--- config.mk ---
export PLATFORM = sky130hd
export DESIGN_NAME = fsrc_ctrl
export DESIGN_NICKNAME = d
export VERILOG_FILES = /design/src/hw/fsrc_pkg.sv /design/src/hw/fsrc_cmd_if.sv /design/src/hw/fsrc_axil_slave.sv /design/src/hw/fsrc_ctrl.sv
export VERILOG_INCLUDE_DIRS = /design/src /design/src/hw
export SDC_FILE = /design/constraint.sdc
export NUM_CORES = 1
export LEC_CHECK = 0
export BUFFER_PORTS_ARGS = -buffer_cell sky130_fd_sc_hd__buf_2
export CORE_MARGIN = 2
export CORE_UTILIZATION = 50
export DETAILED_ROUTE_END_ITERATION = 6
export GPL_TIMING_DRIVEN = 0
export PLACE_DENSITY = 0.72
export SYNTH_ARGS = -nofsm -noshare
export SYNTH_HDL_FRONTEND = slang
export SYNTH_SLANG_ARGS = --single-unit
--- constraint.sdc ---
create_clock -name core_clk_in -period 12.3 [get_ports core_clk_in]
set_input_delay 3.69 -clock core_clk_in [delete_from_list [all_inputs] [get_ports core_clk_in]]
set_output_delay 3.69 -clock core_clk_in [all_outputs]
set_load 0.05 [all_outputs]
--- src/hw/fsrc_regs.svh ---
`ifndef FSRC_REGS_SVH
`define FSRC_REGS_SVH
// ****************************************
// register offsets (byte addresses)
// ****************************************
`define FSRC_OFF_CTRL 8'h00
`define FSRC_OFF_ADDR 8'h04
`define FSRC_OFF_DATA 8'h08
`define FSRC_OFF_SEQD 8'h0C
`define FSRC_OFF_SEQA 8'h10
`define FSRC_OFF_CMD 8'h14
`define FSRC_OFF_STAT 8'h18
`define FSRC_OFF_RDAT 8'h1C
// ****************************************
// fields, reset values, responses
// ****************************************
`define FSRC_CTRL_LOCKED 0
`define FSRC_CTRL_RSTB_LSB 8
`define FSRC_ST_BUSY 0
`define FSRC_ST_SECURE 1
`define FSRC_ST_AUTOSEL 2
`define FSRC_ST_REFUSED 3
`define FSRC_ST_AUTORST 4
`define FSRC_ST_LOCKIND 5
`define FSRC_ST_DEVBUSY 6
`define FSRC_DQ_LOCK 7
`define FSRC_DQ_TIMEOUT 5
`define FSRC_ZERO 32'h0000_0000
`define FSRC_RESP_OKAY 2'h0
`define FSRC_RESP_SLVERR 2'h2
// ****************************************
// timing
// ****************************************
`define FSRC_CLK_NS 20
`define FSRC_GLITCH_NS 5
`define FSRC_WE_MIN_CYC ((`FSRC_GLITCH_NS + `FSRC_CLK_NS - 1) / `FSRC_CLK_NS)
`define FSRC_RD_CYC 4
`define FSRC_RST_CYC 25
`define FSRC_REC_CYC 25
`endif

--- src/hw/fsrc_pkg.sv ---
package fsrc_pkg;
  // ****************************************
  // operations and sequencer states
  // ****************************************
  typedef enum logic [2:0] {
    OP_READ = 3'b000, OP_WRITE = 3'b001, OP_ENTER = 3'b010,
    OP_AUTOSEL = 3'b011, OP_EXIT = 3'b100, OP_HWRST = 3'b101
  } fsrc_op_t;
  typedef enum logic [2:0] {
    ST_IDLE = 3'b000, ST_SETUP = 3'b001, ST_WLOW = 3'b010, ST_WEND = 3'b011,
    ST_RLOW = 3'b100, ST_RST = 3'b101, ST_REC = 3'b110
  } fsrc_st_t;
endpackage : fsrc_pkg

--- src/hw/fsrc_cmd_if.sv ---
`timescale 1ns/1ps
// register side to sequencer side
interface fsrc_cmd_if #(parameter int ADDR_W = 22, parameter int DATA_W = 16);
  logic start;
  fsrc_pkg::fsrc_op_t op;
  logic [31:0] addr;
  logic [31:0] wdata;
  logic [31:0] seq_data;
  logic [31:0] seq_addr;
  logic lock_done;
  logic [7:0] rst_byte;
  logic clr_refused;
  logic clr_autorst;
  logic [31:0] status;
  logic [DATA_W-1:0] rdata;
  modport regs(output start, op, addr, wdata, seq_data, seq_addr, lock_done,
    rst_byte, clr_refused, clr_autorst, input status, rdata);
  modport core(input start, op, addr, wdata, seq_data, seq_addr, lock_done,
    rst_byte, clr_refused, clr_autorst, output status, rdata);
endinterface : fsrc_cmd_if

--- src/hw/fsrc_axil_slave.sv ---
`timescale 1ns/1ps
`include "fsrc_regs.svh"
module fsrc_axil_slave (
  // clock and reset
  input wire logic core_clk_in,
  input wire logic rst_in,
  // write channels
  input wire logic [7:0] s_axi_awaddr_in,
  input wire logic s_axi_awvalid_in,
  output logic s_axi_awready_out,
  input wire logic [31:0] s_axi_wdata_in,
  input wire logic [3:0] s_axi_wstrb_in,
  input wire logic s_axi_wvalid_in,
  output logic s_axi_wready_out,
  output logic [1:0] s_axi_bresp_out,
  output logic s_axi_bvalid_out,
  input wire logic s_axi_bready_in,
  // read channels
  input wire logic [7:0] s_axi_araddr_in,
  input wire logic s_axi_arvalid_in,
  output logic s_axi_arready_out,
  output logic [31:0] s_axi_rdata_out,
  output logic [1:0] s_axi_rresp_out,
  output logic s_axi_rvalid_out,
  input wire logic s_axi_rready_in,
  // sequencer side
  fsrc_cmd_if.regs cmd
);
  import fsrc_pkg::*;
  typedef struct packed {
    logic aw_got; logic [7:0] aw_addr;
    logic w_got; logic [31:0] w_data; logic [3:0] w_strb;
    logic bvalid; logic [1:0] bresp;
    logic rvalid; logic [31:0] rdata; logic [1:0] rresp;
    logic [31:0] ctrl; logic [31:0] addr; logic [31:0] data;
    logic [31:0] sdata; logic [31:0] saddr;
    logic start; logic [2:0] op; logic clr_ref; logic clr_ar;
  } fsrc_slv_t;
  fsrc_slv_t q, n;
  logic [31:0] wmask;
  logic [31:0] wd;
  logic [7:0] wa;
  // byte lane mask from the strobes
  genvar i;
  generate
    for (i = 0; i < 4; i++) begin : g_lane
      assign wmask[8*i +: 8] = {8{wd[31] | 1'b1}} & {8{(q.w_got ? q.w_strb[i] : s_axi_wstrb_in[i])}};
    end
  endgenerate
  assign wd = q.w_got ? q.w_data : s_axi_wdata_in;
  assign wa = q.aw_got ? q.aw_addr : s_axi_awaddr_in;
  // handshakes
  assign s_axi_awready_out = !q.aw_got && !q.bvalid;
  assign s_axi_wready_out = !q.w_got && !q.bvalid;
  assign s_axi_arready_out = !q.rvalid;
  assign s_axi_bvalid_out = q.bvalid;
  assign s_axi_bresp_out = q.bresp;
  assign s_axi_rvalid_out = q.rvalid;
  assign s_axi_rdata_out = q.rdata;
  assign s_axi_rresp_out = q.rresp;
  assign cmd.start = q.start;
  assign cmd.op = fsrc_op_t'(q.op);
  assign cmd.addr = q.addr;
  assign cmd.wdata = q.data;
  assign cmd.seq_data = q.sdata;
  assign cmd.seq_addr = q.saddr;
  assign cmd.lock_done = q.ctrl[`FSRC_CTRL_LOCKED];
  assign cmd.rst_byte = q.ctrl[`FSRC_CTRL_RSTB_LSB +: 8];
  assign cmd.clr_refused = q.clr_ref;
  assign cmd.clr_autorst = q.clr_ar;
  // next state of the register slave
  always_comb begin
    logic aw_now;
    logic w_now;
    aw_now = q.aw_got | (s_axi_awvalid_in & s_axi_awready_out);
    w_now = q.w_got | (s_axi_wvalid_in & s_axi_wready_out);
    n = q;
    n.start = 1'b0;
    n.clr_ref = 1'b0;
    n.clr_ar = 1'b0;
    if (s_axi_awvalid_in && s_axi_awready_out) begin
      n.aw_got = 1'b1;
      n.aw_addr = s_axi_awaddr_in;
    end
    if (s_axi_wvalid_in && s_axi_wready_out) begin
      n.w_got = 1'b1;
      n.w_data = s_axi_wdata_in;
      n.w_strb = s_axi_wstrb_in;
    end
    if (q.bvalid && s_axi_bready_in) begin
      n.bvalid = 1'b0;
    end
    if (aw_now && w_now && !q.bvalid) begin
      n.aw_got = 1'b0;
      n.w_got = 1'b0;
      n.bvalid = 1'b1;
      n.bresp = `FSRC_RESP_OKAY;
      case (wa)
        `FSRC_OFF_CTRL: n.ctrl = (q.ctrl & ~wmask) | (wd & wmask);
        `FSRC_OFF_ADDR: n.addr = (q.addr & ~wmask) | (wd & wmask);
        `FSRC_OFF_DATA: n.data = (q.data & ~wmask) | (wd & wmask);
        `FSRC_OFF_SEQD: n.sdata = (q.sdata & ~wmask) | (wd & wmask);
        `FSRC_OFF_SEQA: n.saddr = (q.saddr & ~wmask) | (wd & wmask);
        `FSRC_OFF_CMD: begin
          n.start = wmask[0];
          n.op = wd[2:0];
        end
        `FSRC_OFF_STAT: begin
          n.clr_ref = wd[`FSRC_ST_REFUSED] & wmask[`FSRC_ST_REFUSED];
          n.clr_ar = wd[`FSRC_ST_AUTORST] & wmask[`FSRC_ST_AUTORST];
        end
        `FSRC_OFF_RDAT: ;
        default: n.bresp = `FSRC_RESP_SLVERR;
      endcase
    end
    if (q.rvalid && s_axi_rready_in) begin
      n.rvalid = 1'b0;
    end
    if (s_axi_arvalid_in && s_axi_arready_out) begin
      n.rvalid = 1'b1;
      n.rresp = `FSRC_RESP_OKAY;
      case (s_axi_araddr_in)
        `FSRC_OFF_CTRL: n.rdata = {16'h0000, q.ctrl[15:8], 7'h00, q.ctrl[0]};
        `FSRC_OFF_ADDR: n.rdata = q.addr;
        `FSRC_OFF_DATA: n.rdata = q.data;
        `FSRC_OFF_SEQD: n.rdata = q.sdata;
        `FSRC_OFF_SEQA: n.rdata = q.saddr;
        `FSRC_OFF_CMD: n.rdata = `FSRC_ZERO;
        `FSRC_OFF_STAT: n.rdata = cmd.status;
        `FSRC_OFF_RDAT: n.rdata = 32'(cmd.rdata);
        default: begin
          n.rdata = `FSRC_ZERO;
          n.rresp = `FSRC_RESP_SLVERR;
        end
      endcase
    end
  end
  // state register
  always_ff @(posedge core_clk_in or posedge rst_in) begin
    if (rst_in) begin
      q <= '0;
    end else begin
      q <= n;
    end
  end
endmodule : fsrc_axil_slave

--- src/hw/fsrc_ctrl.sv ---
`timescale 1ns/1ps
`include "fsrc_regs.svh"
// Notes on behaviour
// - lock: enter sequence, then protect algorithm, reset pin high allowed.
// - host exits region after locking before touching the array.
// - write only with select and write strobe low, output enable high.
// - timeout flag high during operation: host writes the reset command.
// - autoselect only issued in read or suspend-read, never while busy.
// - leaving the region takes a four-cycle exit sequence.
module fsrc_ctrl #(
  parameter int ADDR_W = 22,
  parameter int DATA_W = 16,
  parameter int WE_CYCLES = `FSRC_WE_MIN_CYC,
  parameter int RD_CYCLES = `FSRC_RD_CYC,
  parameter int RST_CYCLES = `FSRC_RST_CYC,
  parameter int REC_CYCLES = `FSRC_REC_CYC
) (
  // clock and reset
  input wire logic core_clk_in,
  input wire logic rst_in,
  // register bus
  input wire logic [7:0] s_axi_awaddr_in,
  input wire logic s_axi_awvalid_in,
  output logic s_axi_awready_out,
  input wire logic [31:0] s_axi_wdata_in,
  input wire logic [3:0] s_axi_wstrb_in,
  input wire logic s_axi_wvalid_in,
  output logic s_axi_wready_out,
  output logic [1:0] s_axi_bresp_out,
  output logic s_axi_bvalid_out,
  input wire logic s_axi_bready_in,
  input wire logic [7:0] s_axi_araddr_in,
  input wire logic s_axi_arvalid_in,
  output logic s_axi_arready_out,
  output logic [31:0] s_axi_rdata_out,
  output logic [1:0] s_axi_rresp_out,
  output logic s_axi_rvalid_out,
  input wire logic s_axi_rready_in,
  // flash pins
  output logic [ADDR_W-1:0] flash_addr_out,
  output logic [DATA_W-1:0] flash_dq_out,
  output logic flash_dq_oe_out,
  input wire logic [DATA_W-1:0] flash_dq_in,
  output logic flash_ce_n_out,
  output logic flash_we_n_out,
  output logic flash_oe_n_out,
  output logic flash_reset_n_out,
  input wire logic flash_busy_in
);
  import fsrc_pkg::*;
  localparam int CNT_W = 8;
  typedef struct packed {
    fsrc_st_t st; fsrc_op_t op; logic [1:0] step; logic [1:0] last;
    logic [CNT_W-1:0] cnt; logic auto_rst;
    logic secure; logic autosel; logic refused; logic autorst;
    logic [DATA_W-1:0] rdata; logic [ADDR_W-1:0] addr; logic [DATA_W-1:0] dq;
    logic dq_oe; logic ce_n; logic we_n; logic oe_n; logic reset_n;
  } fsrc_core_t;
  fsrc_core_t q, n;
  fsrc_cmd_if #(.ADDR_W(ADDR_W), .DATA_W(DATA_W)) cmd ();
  // ****************************************
  // register slave
  // ****************************************
  fsrc_axil_slave u_regs (
    .core_clk_in(core_clk_in), .rst_in(rst_in),
    .s_axi_awaddr_in(s_axi_awaddr_in), .s_axi_awvalid_in(s_axi_awvalid_in),
    .s_axi_awready_out(s_axi_awready_out), .s_axi_wdata_in(s_axi_wdata_in),
    .s_axi_wstrb_in(s_axi_wstrb_in), .s_axi_wvalid_in(s_axi_wvalid_in),
    .s_axi_wready_out(s_axi_wready_out), .s_axi_bresp_out(s_axi_bresp_out),
    .s_axi_bvalid_out(s_axi_bvalid_out), .s_axi_bready_in(s_axi_bready_in),
    .s_axi_araddr_in(s_axi_araddr_in), .s_axi_arvalid_in(s_axi_arvalid_in),
    .s_axi_arready_out(s_axi_arready_out), .s_axi_rdata_out(s_axi_rdata_out),
    .s_axi_rresp_out(s_axi_rresp_out), .s_axi_rvalid_out(s_axi_rvalid_out),
    .s_axi_rready_in(s_axi_rready_in), .cmd(cmd.regs)
  );
  // status word and read data
  assign cmd.rdata = q.rdata;
  assign cmd.status = {25'h000_0000, flash_busy_in, q.rdata[`FSRC_DQ_LOCK],
    q.autorst, q.refused, q.autosel, q.secure, q.st != ST_IDLE};
  // pins straight from flip-flops
  assign flash_addr_out = q.addr;
  assign flash_dq_out = q.dq;
  assign flash_dq_oe_out = q.dq_oe;
  assign flash_ce_n_out = q.ce_n;
  assign flash_we_n_out = q.we_n;
  assign flash_oe_n_out = q.oe_n;
  assign flash_reset_n_out = q.reset_n;
  // ****************************************
  // bus cycle sequencer
  // ****************************************
  always_comb begin
    logic [1:0] stp;
    logic [ADDR_W-1:0] sa;
    logic [DATA_W-1:0] sd;
    sa = '0;
    stp = (q.st == ST_IDLE) ? 2'd0 : q.step + 2'd1;
    // address and data of a sequence cycle
    case (stp)
      2'd0: sa = ADDR_W'(cmd.seq_addr[15:0]);
      2'd1: sa = ADDR_W'(cmd.seq_addr[31:16]);
      2'd2: sa = ADDR_W'(cmd.seq_addr[15:0]);
      default: sa = cmd.addr[ADDR_W-1:0];
    endcase
    sd = DATA_W'(cmd.seq_data[8*stp +: 8]);
    n = q;
    // sticky clears first, so a same-cycle set wins
    if (cmd.clr_refused) n.refused = 1'b0;
    if (cmd.clr_autorst) n.autorst = 1'b0;
    case (q.st)
      ST_IDLE: begin
        if (cmd.start) begin
          n.op = cmd.op;
          n.step = 2'd0;
          n.auto_rst = 1'b0;
          if (cmd.op == OP_AUTOSEL && flash_busy_in) begin
            n.refused = 1'b1;
          end else if ((cmd.op == OP_READ || cmd.op == OP_WRITE) && q.secure
                       && cmd.lock_done) begin
            n.refused = 1'b1;
          end else if (cmd.op == OP_HWRST) begin
            // modes drop as the pin falls, never secure with the pin low
            n.secure = 1'b0;
            n.autosel = 1'b0;
            n.reset_n = 1'b0;
            n.cnt = CNT_W'(RST_CYCLES - 1);
            n.st = ST_RST;
          end else if (cmd.op == OP_READ) begin
            n.addr = cmd.addr[ADDR_W-1:0];
            n.ce_n = 1'b0;
            n.oe_n = 1'b0;
            n.cnt = CNT_W'(RD_CYCLES - 1);
            n.st = ST_RLOW;
          end else if (cmd.op == OP_WRITE) begin
            n.addr = cmd.addr[ADDR_W-1:0];
            n.dq = cmd.wdata[DATA_W-1:0];
            n.last = 2'd0;
            n.st = ST_SETUP;
          end else begin
            // three-cycle sequences, exit has a fourth
            n.addr = sa;
            n.dq = sd;
            n.last = (cmd.op == OP_EXIT) ? 2'd3 : 2'd2;
            n.st = ST_SETUP;
          end
        end
      end
      ST_SETUP: begin
        // write strobe only with select low and outputs off
        n.ce_n = 1'b0;
        n.we_n = 1'b0;
        n.oe_n = 1'b1;
        n.dq_oe = 1'b1;
        n.cnt = CNT_W'(WE_CYCLES - 1);
        n.st = ST_WLOW;
      end
      ST_WLOW: begin
        if (q.cnt == '0) begin
          n.we_n = 1'b1;
          n.st = ST_WEND;
        end else begin
          n.cnt = q.cnt - 1'b1;
        end
      end
      ST_WEND: begin
        n.ce_n = 1'b1;
        n.dq_oe = 1'b0;
        if (q.step == q.last) begin
          n.st = ST_IDLE;
          if (q.op == OP_ENTER) n.secure = 1'b1;
          if (q.op == OP_EXIT) n.secure = 1'b0;
          if (q.op == OP_AUTOSEL) n.autosel = 1'b1;
          if (q.op == OP_WRITE && q.dq[7:0] == cmd.rst_byte) n.autosel = 1'b0;
          if (q.auto_rst) n.autorst = 1'b1;
        end else begin
          n.step = q.step + 2'd1;
          n.addr = sa;
          n.dq = sd;
          n.st = ST_SETUP;
        end
      end
      ST_RLOW: begin
        if (q.cnt == '0) begin
          n.rdata = flash_dq_in;
          n.ce_n = 1'b1;
          n.oe_n = 1'b1;
          n.st = ST_IDLE;
          // timeout seen while busy: issue the reset command at once
          if (flash_busy_in && flash_dq_in[`FSRC_DQ_TIMEOUT]) begin
            n.op = OP_WRITE;
            n.dq = DATA_W'(cmd.rst_byte);
            n.auto_rst = 1'b1;
            n.step = 2'd0;
            n.last = 2'd0;
            n.st = ST_SETUP;
          end
        end else begin
          n.cnt = q.cnt - 1'b1;
        end
      end
      ST_RST: begin
        if (q.cnt == '0) begin
          n.reset_n = 1'b1;
          n.secure = 1'b0;
          n.autosel = 1'b0;
          n.cnt = CNT_W'(REC_CYCLES - 1);
          n.st = ST_REC;
        end else begin
          n.cnt = q.cnt - 1'b1;
        end
      end
      ST_REC: begin
        if (q.cnt == '0) n.st = ST_IDLE;
        else n.cnt = q.cnt - 1'b1;
      end
      default: n.st = ST_IDLE;
    endcase
  end
  // state register, select, strobes and reset pin idle high, data drive off
  always_ff @(posedge core_clk_in or posedge rst_in) begin
    if (rst_in) begin
      q <= '{st: ST_IDLE, op: OP_READ, ce_n: 1'b1, we_n: 1'b1, oe_n: 1'b1,
        reset_n: 1'b1, default: '0};
    end else begin
      q <= n;
    end
  end
  // ****************************************
  // checks
  // ****************************************
  logic [CNT_W-1:0] wlen;
  always_ff @(posedge core_clk_in or posedge rst_in) begin
    if (rst_in) wlen <= '0;
    else wlen <= flash_we_n_out ? '0 : wlen + 1'b1;
  end
endmodule : fsrc_ctrl

==> impl_metrics.csv <==
group,metric,value,unit
synthesis,synth_flop_cell,"sky130_fd_sc_hd__dfrtp_1",
clocking,clock_sink_count,307,
sta,rsz0062_at_grt,"no",
sta,tightest_slew,1524,ps
sta,slew_headroom,-2.472,%
synthesis,synthesis.area,15280,um^2
clocking,postCtsResizedCells,0,
run_status,outcome,"finished with violations",
sta,timing.hold.ws,428.3,ps
global_routing,grt_max_degree,117,
synthesis,top_cells_by_area_in_the_synthesized_netlist,"sky130_fd_sc_hd__dfrtp_1, sky130_fd_sc_hd__mux2_2, sky130_fd_sc_hd__buf_4",
placed_design,place.detailed.instances,1879,
run_status,failed_checks,"max-capacitance violations, max-slew violations",
hold_path,worst_hold_check_path_type,"register to register",
sta,finalCritPeriodShare,50.80,%
placed_design,detailed_place.area,16620,um^2
layout,final_layout_size_suffix_gt1_share,37.09,%
routing,antenna_violation_net_count_after_detailed_routing,0,
die,design.core.area,30350,um^2
synthesis,yosys-top-cells-count,"sky130_fd_sc_hd__dfrtp_1, sky130_fd_sc_hd__mux2_2, sky130_fd_sc_hd__o21ai_0, sky130_fd_sc_hd__nor2_1, sky130_fd_sc_hd__buf_4",
worst_setup_path,timing_worst_setup_path_type,"input port to register",
die,initial_core_util,50.35,%
clocking,cts.htree.levels,2,
synthesis,yosysMostFrequentCell,"sky130_fd_sc_hd__dfrtp_1",
synthesis,post_synthesis_cell_type_with_the_largest_combined_area,"sky130_fd_sc_hd__dfrtp_1",
clocking,cts_hold_repair.buffers,0,
clocking,clk-insertion-delay-late,530,ps
sta,setup_viol,0,
synthesis,synth_top_area_share,49.62,%
synthesis,post_synth.cell_area_avg,11.54,um^2
job,maxcap_violations,1,
power,total_power,2.873,mW
power,ir_worst_vdd,158.6,uV
worst_setup_path,regToRegSetupSlack,8560,ps
worst_setup_path,worstPathMaxFanout,10,
synthesis,post_synth_edffs,0,
die,io_pins,160,
synthesis,number_of_flip_flops_and_latches_in_the_synthesized_netlist,307,
worst_setup_path,worst_endpoint_data_arrival_time,6700,ps
sta,final.min_clock_period,6249,ps
global_routing,grt_antenna_before_repair,1,
sta,timing.fmax,160.0,MHz
clocking,clk_pin_slew,60,ps
layout,post-route-cell-area,17780,um^2
layout,fillCellCount,2520,
routing,postRouteWirelength,44.11,mm
global_routing,grt_first_pass_wirelength,67.94,mm
worst_setup_path,worst-endpoint-required,12750,ps
synthesis,synthCells,1324,
clocking,post-cts-setup-buffer-count,0,
worst_setup_path,critPathLaunchType,"input port",
synthesis,yosys_warnings,0,
die,chipWidth,178.8,um
clocking,clk_path_buf_depth,3,
routing,routed-via-count,11551,
power,total_leakage_power,8.142,nW
layout,multi_input_area,6669,um^2
sta,skew,16.53,ps
routing,routedWlPerCell,22.71,um
routing,route.detailed.vias_per_inst,5.948,
placed_design,post-dp-hpwl,32.95,mm
routing,detailed_route_iter0_violations,1030,
global_routing,first_global_vias,11207,
layout,area.growth.synth_to_final,16.36,%
global_routing,grt-ovfl-total,0,
routing,drtPass1Iterations,5,
layout,ff_latch_area,7687,um^2
routing,detail_route.drc_violations,0,
layout,design.final.nets,1596,
sta,final-hold-violation-count,0,
die,die_area,31970,um^2
worst_setup_path,setup.worst_path.end_class,"register",
clocking,cts_tree,"done",
placed_design,placement.io_buffers,156,
placed_design,gp_congestion,0.9579,
clocking,cts_inserted_buffers,34,
synthesis,synth_seq_area_share,50.31,%
synthesis,synth.lib_cells_used.distinct,77,
synthesis,synth-async-reset-ratio,100.0,%
layout,post_layout_nonfiller_instances,1942,
die,row_count,64,
power,power_per_cell_area,161.6,nW/um^2
die,dieHeight,178.8,um
sta,drv_slew,7,
clocking,clk_root_buffer_cell,"sky130_fd_sc_hd__clkbuf_16",
global_routing,global_route.usage.total,28.21,%
cell families (layout without fill, tap and decap cells):
family | Yosys count | count (layout) | share of synthesized area [%]
flops | 307 | 307 | 50.31
compound gates | 290 | 290 | 12.75
mux | 283 | 283 | 20.69
simple gates | 262 | 262 | 9.442
buf+inv | 169 | 389 | 6.068
xor+xnor | 11 | 11 | 0.6305
fa+ha+maj | 1 | 1 | 0.08187
other cells | 1 | 3 | 0.02454
final timing paths:
path                                         from                          to  cells past startpoint
setup / recovery               s_axi_araddr_in[1]  u_regs.s_axi_rdata_out[31]                      7
hold / removal             u_regs.cmd.clr_refused               cmd.status[3]                      1
setup reg to reg                            q[81]           flash_addr_out[1]                      7
hold reg to reg            u_regs.cmd.clr_refused               cmd.status[3]                      1
max in group asynchronous                  rst_in             flash_dq_out[7]                      3
min in group asynchronous                  rst_in          flash_addr_out[20]                      2
layout make-up:
class                   instances  area share [%]
inverters                      22          0.5067
clock inverters                18           1.330
clock buffers                  44           5.165
well taps                     396           2.787
flip-flops and latches        307           43.24
plain buffers                 147           4.750
diodes                          1         0.01407
multi-input cells             849           37.51
repair buffers                158           4.701
per-layer routing:
metal,vias to the layer above,GRT usage [%],share of wire [%]
li1,5194,-,-
met1,5811,39.86,44
met2,456,43.65,45
met3,90,5.068,7.5
met4,0,10.23,3.6
met5,-,0,0
per-stage QoR:
| step | setup TNS [ps] | utilization (%) | setup slack, ps |
|---|---|---|---|
| floorplan | 0 | - | 128.9 |
| global placement | -956300 | 54.56 | -3192 |
| detailed placement | 0 | 54.77 | 5597 |
| CTS | 0 | 58.58 | 6147 |
| global route | 0 | 58.58 | 5900 |
| finish | 0 | 58.58 | 6051 |
critical path, stage by stage:
cell and delay, ps:
sky130_fd_sc_hd__buf_2 100, sky130_fd_sc_hd__nor3_1 740, sky130_fd_sc_hd__nand3_1 500, sky130_fd_sc_hd__nor2_1 620
sky130_fd_sc_hd__clkbuf_1 550, sky130_fd_sc_hd__a32oi_1 280, sky130_fd_sc_hd__o21ai_0 210
cell usage in the layout (no fill, tap or decap), drive strengths merged, types with 5 or more instances in the layout:
cell and n:
a22o 8, a221oi 29, buf 241, inv 24, nor3 13, bufinv 5
a32oi 5, xor2 11, clkbuf 108, o22ai 15, or3 6, a22oi 32
and2 9, a2111oi 6, nor2 87, o31ai 5, nand3 20, dfrtp 303
nand2 71, a21oi 29, o21ai 91, o41ai 6, clkinv 10, nor2b 15
a31oi 25, o32ai 6, mux2 243, o211ai 7, mux2i 38, nor4 7
report_power, final:
part | internal (mW) | total, mW | switching [mW]
Combinational | 0.244 | 0.570 | 0.325
Sequential | 1.14 | 1.25 | 0.103
Clock | 0.637 | 1.06 | 0.418
Total | 2.03 | 2.87 | 0.846
Note: power is estimated with default switching activity, not from simulation.
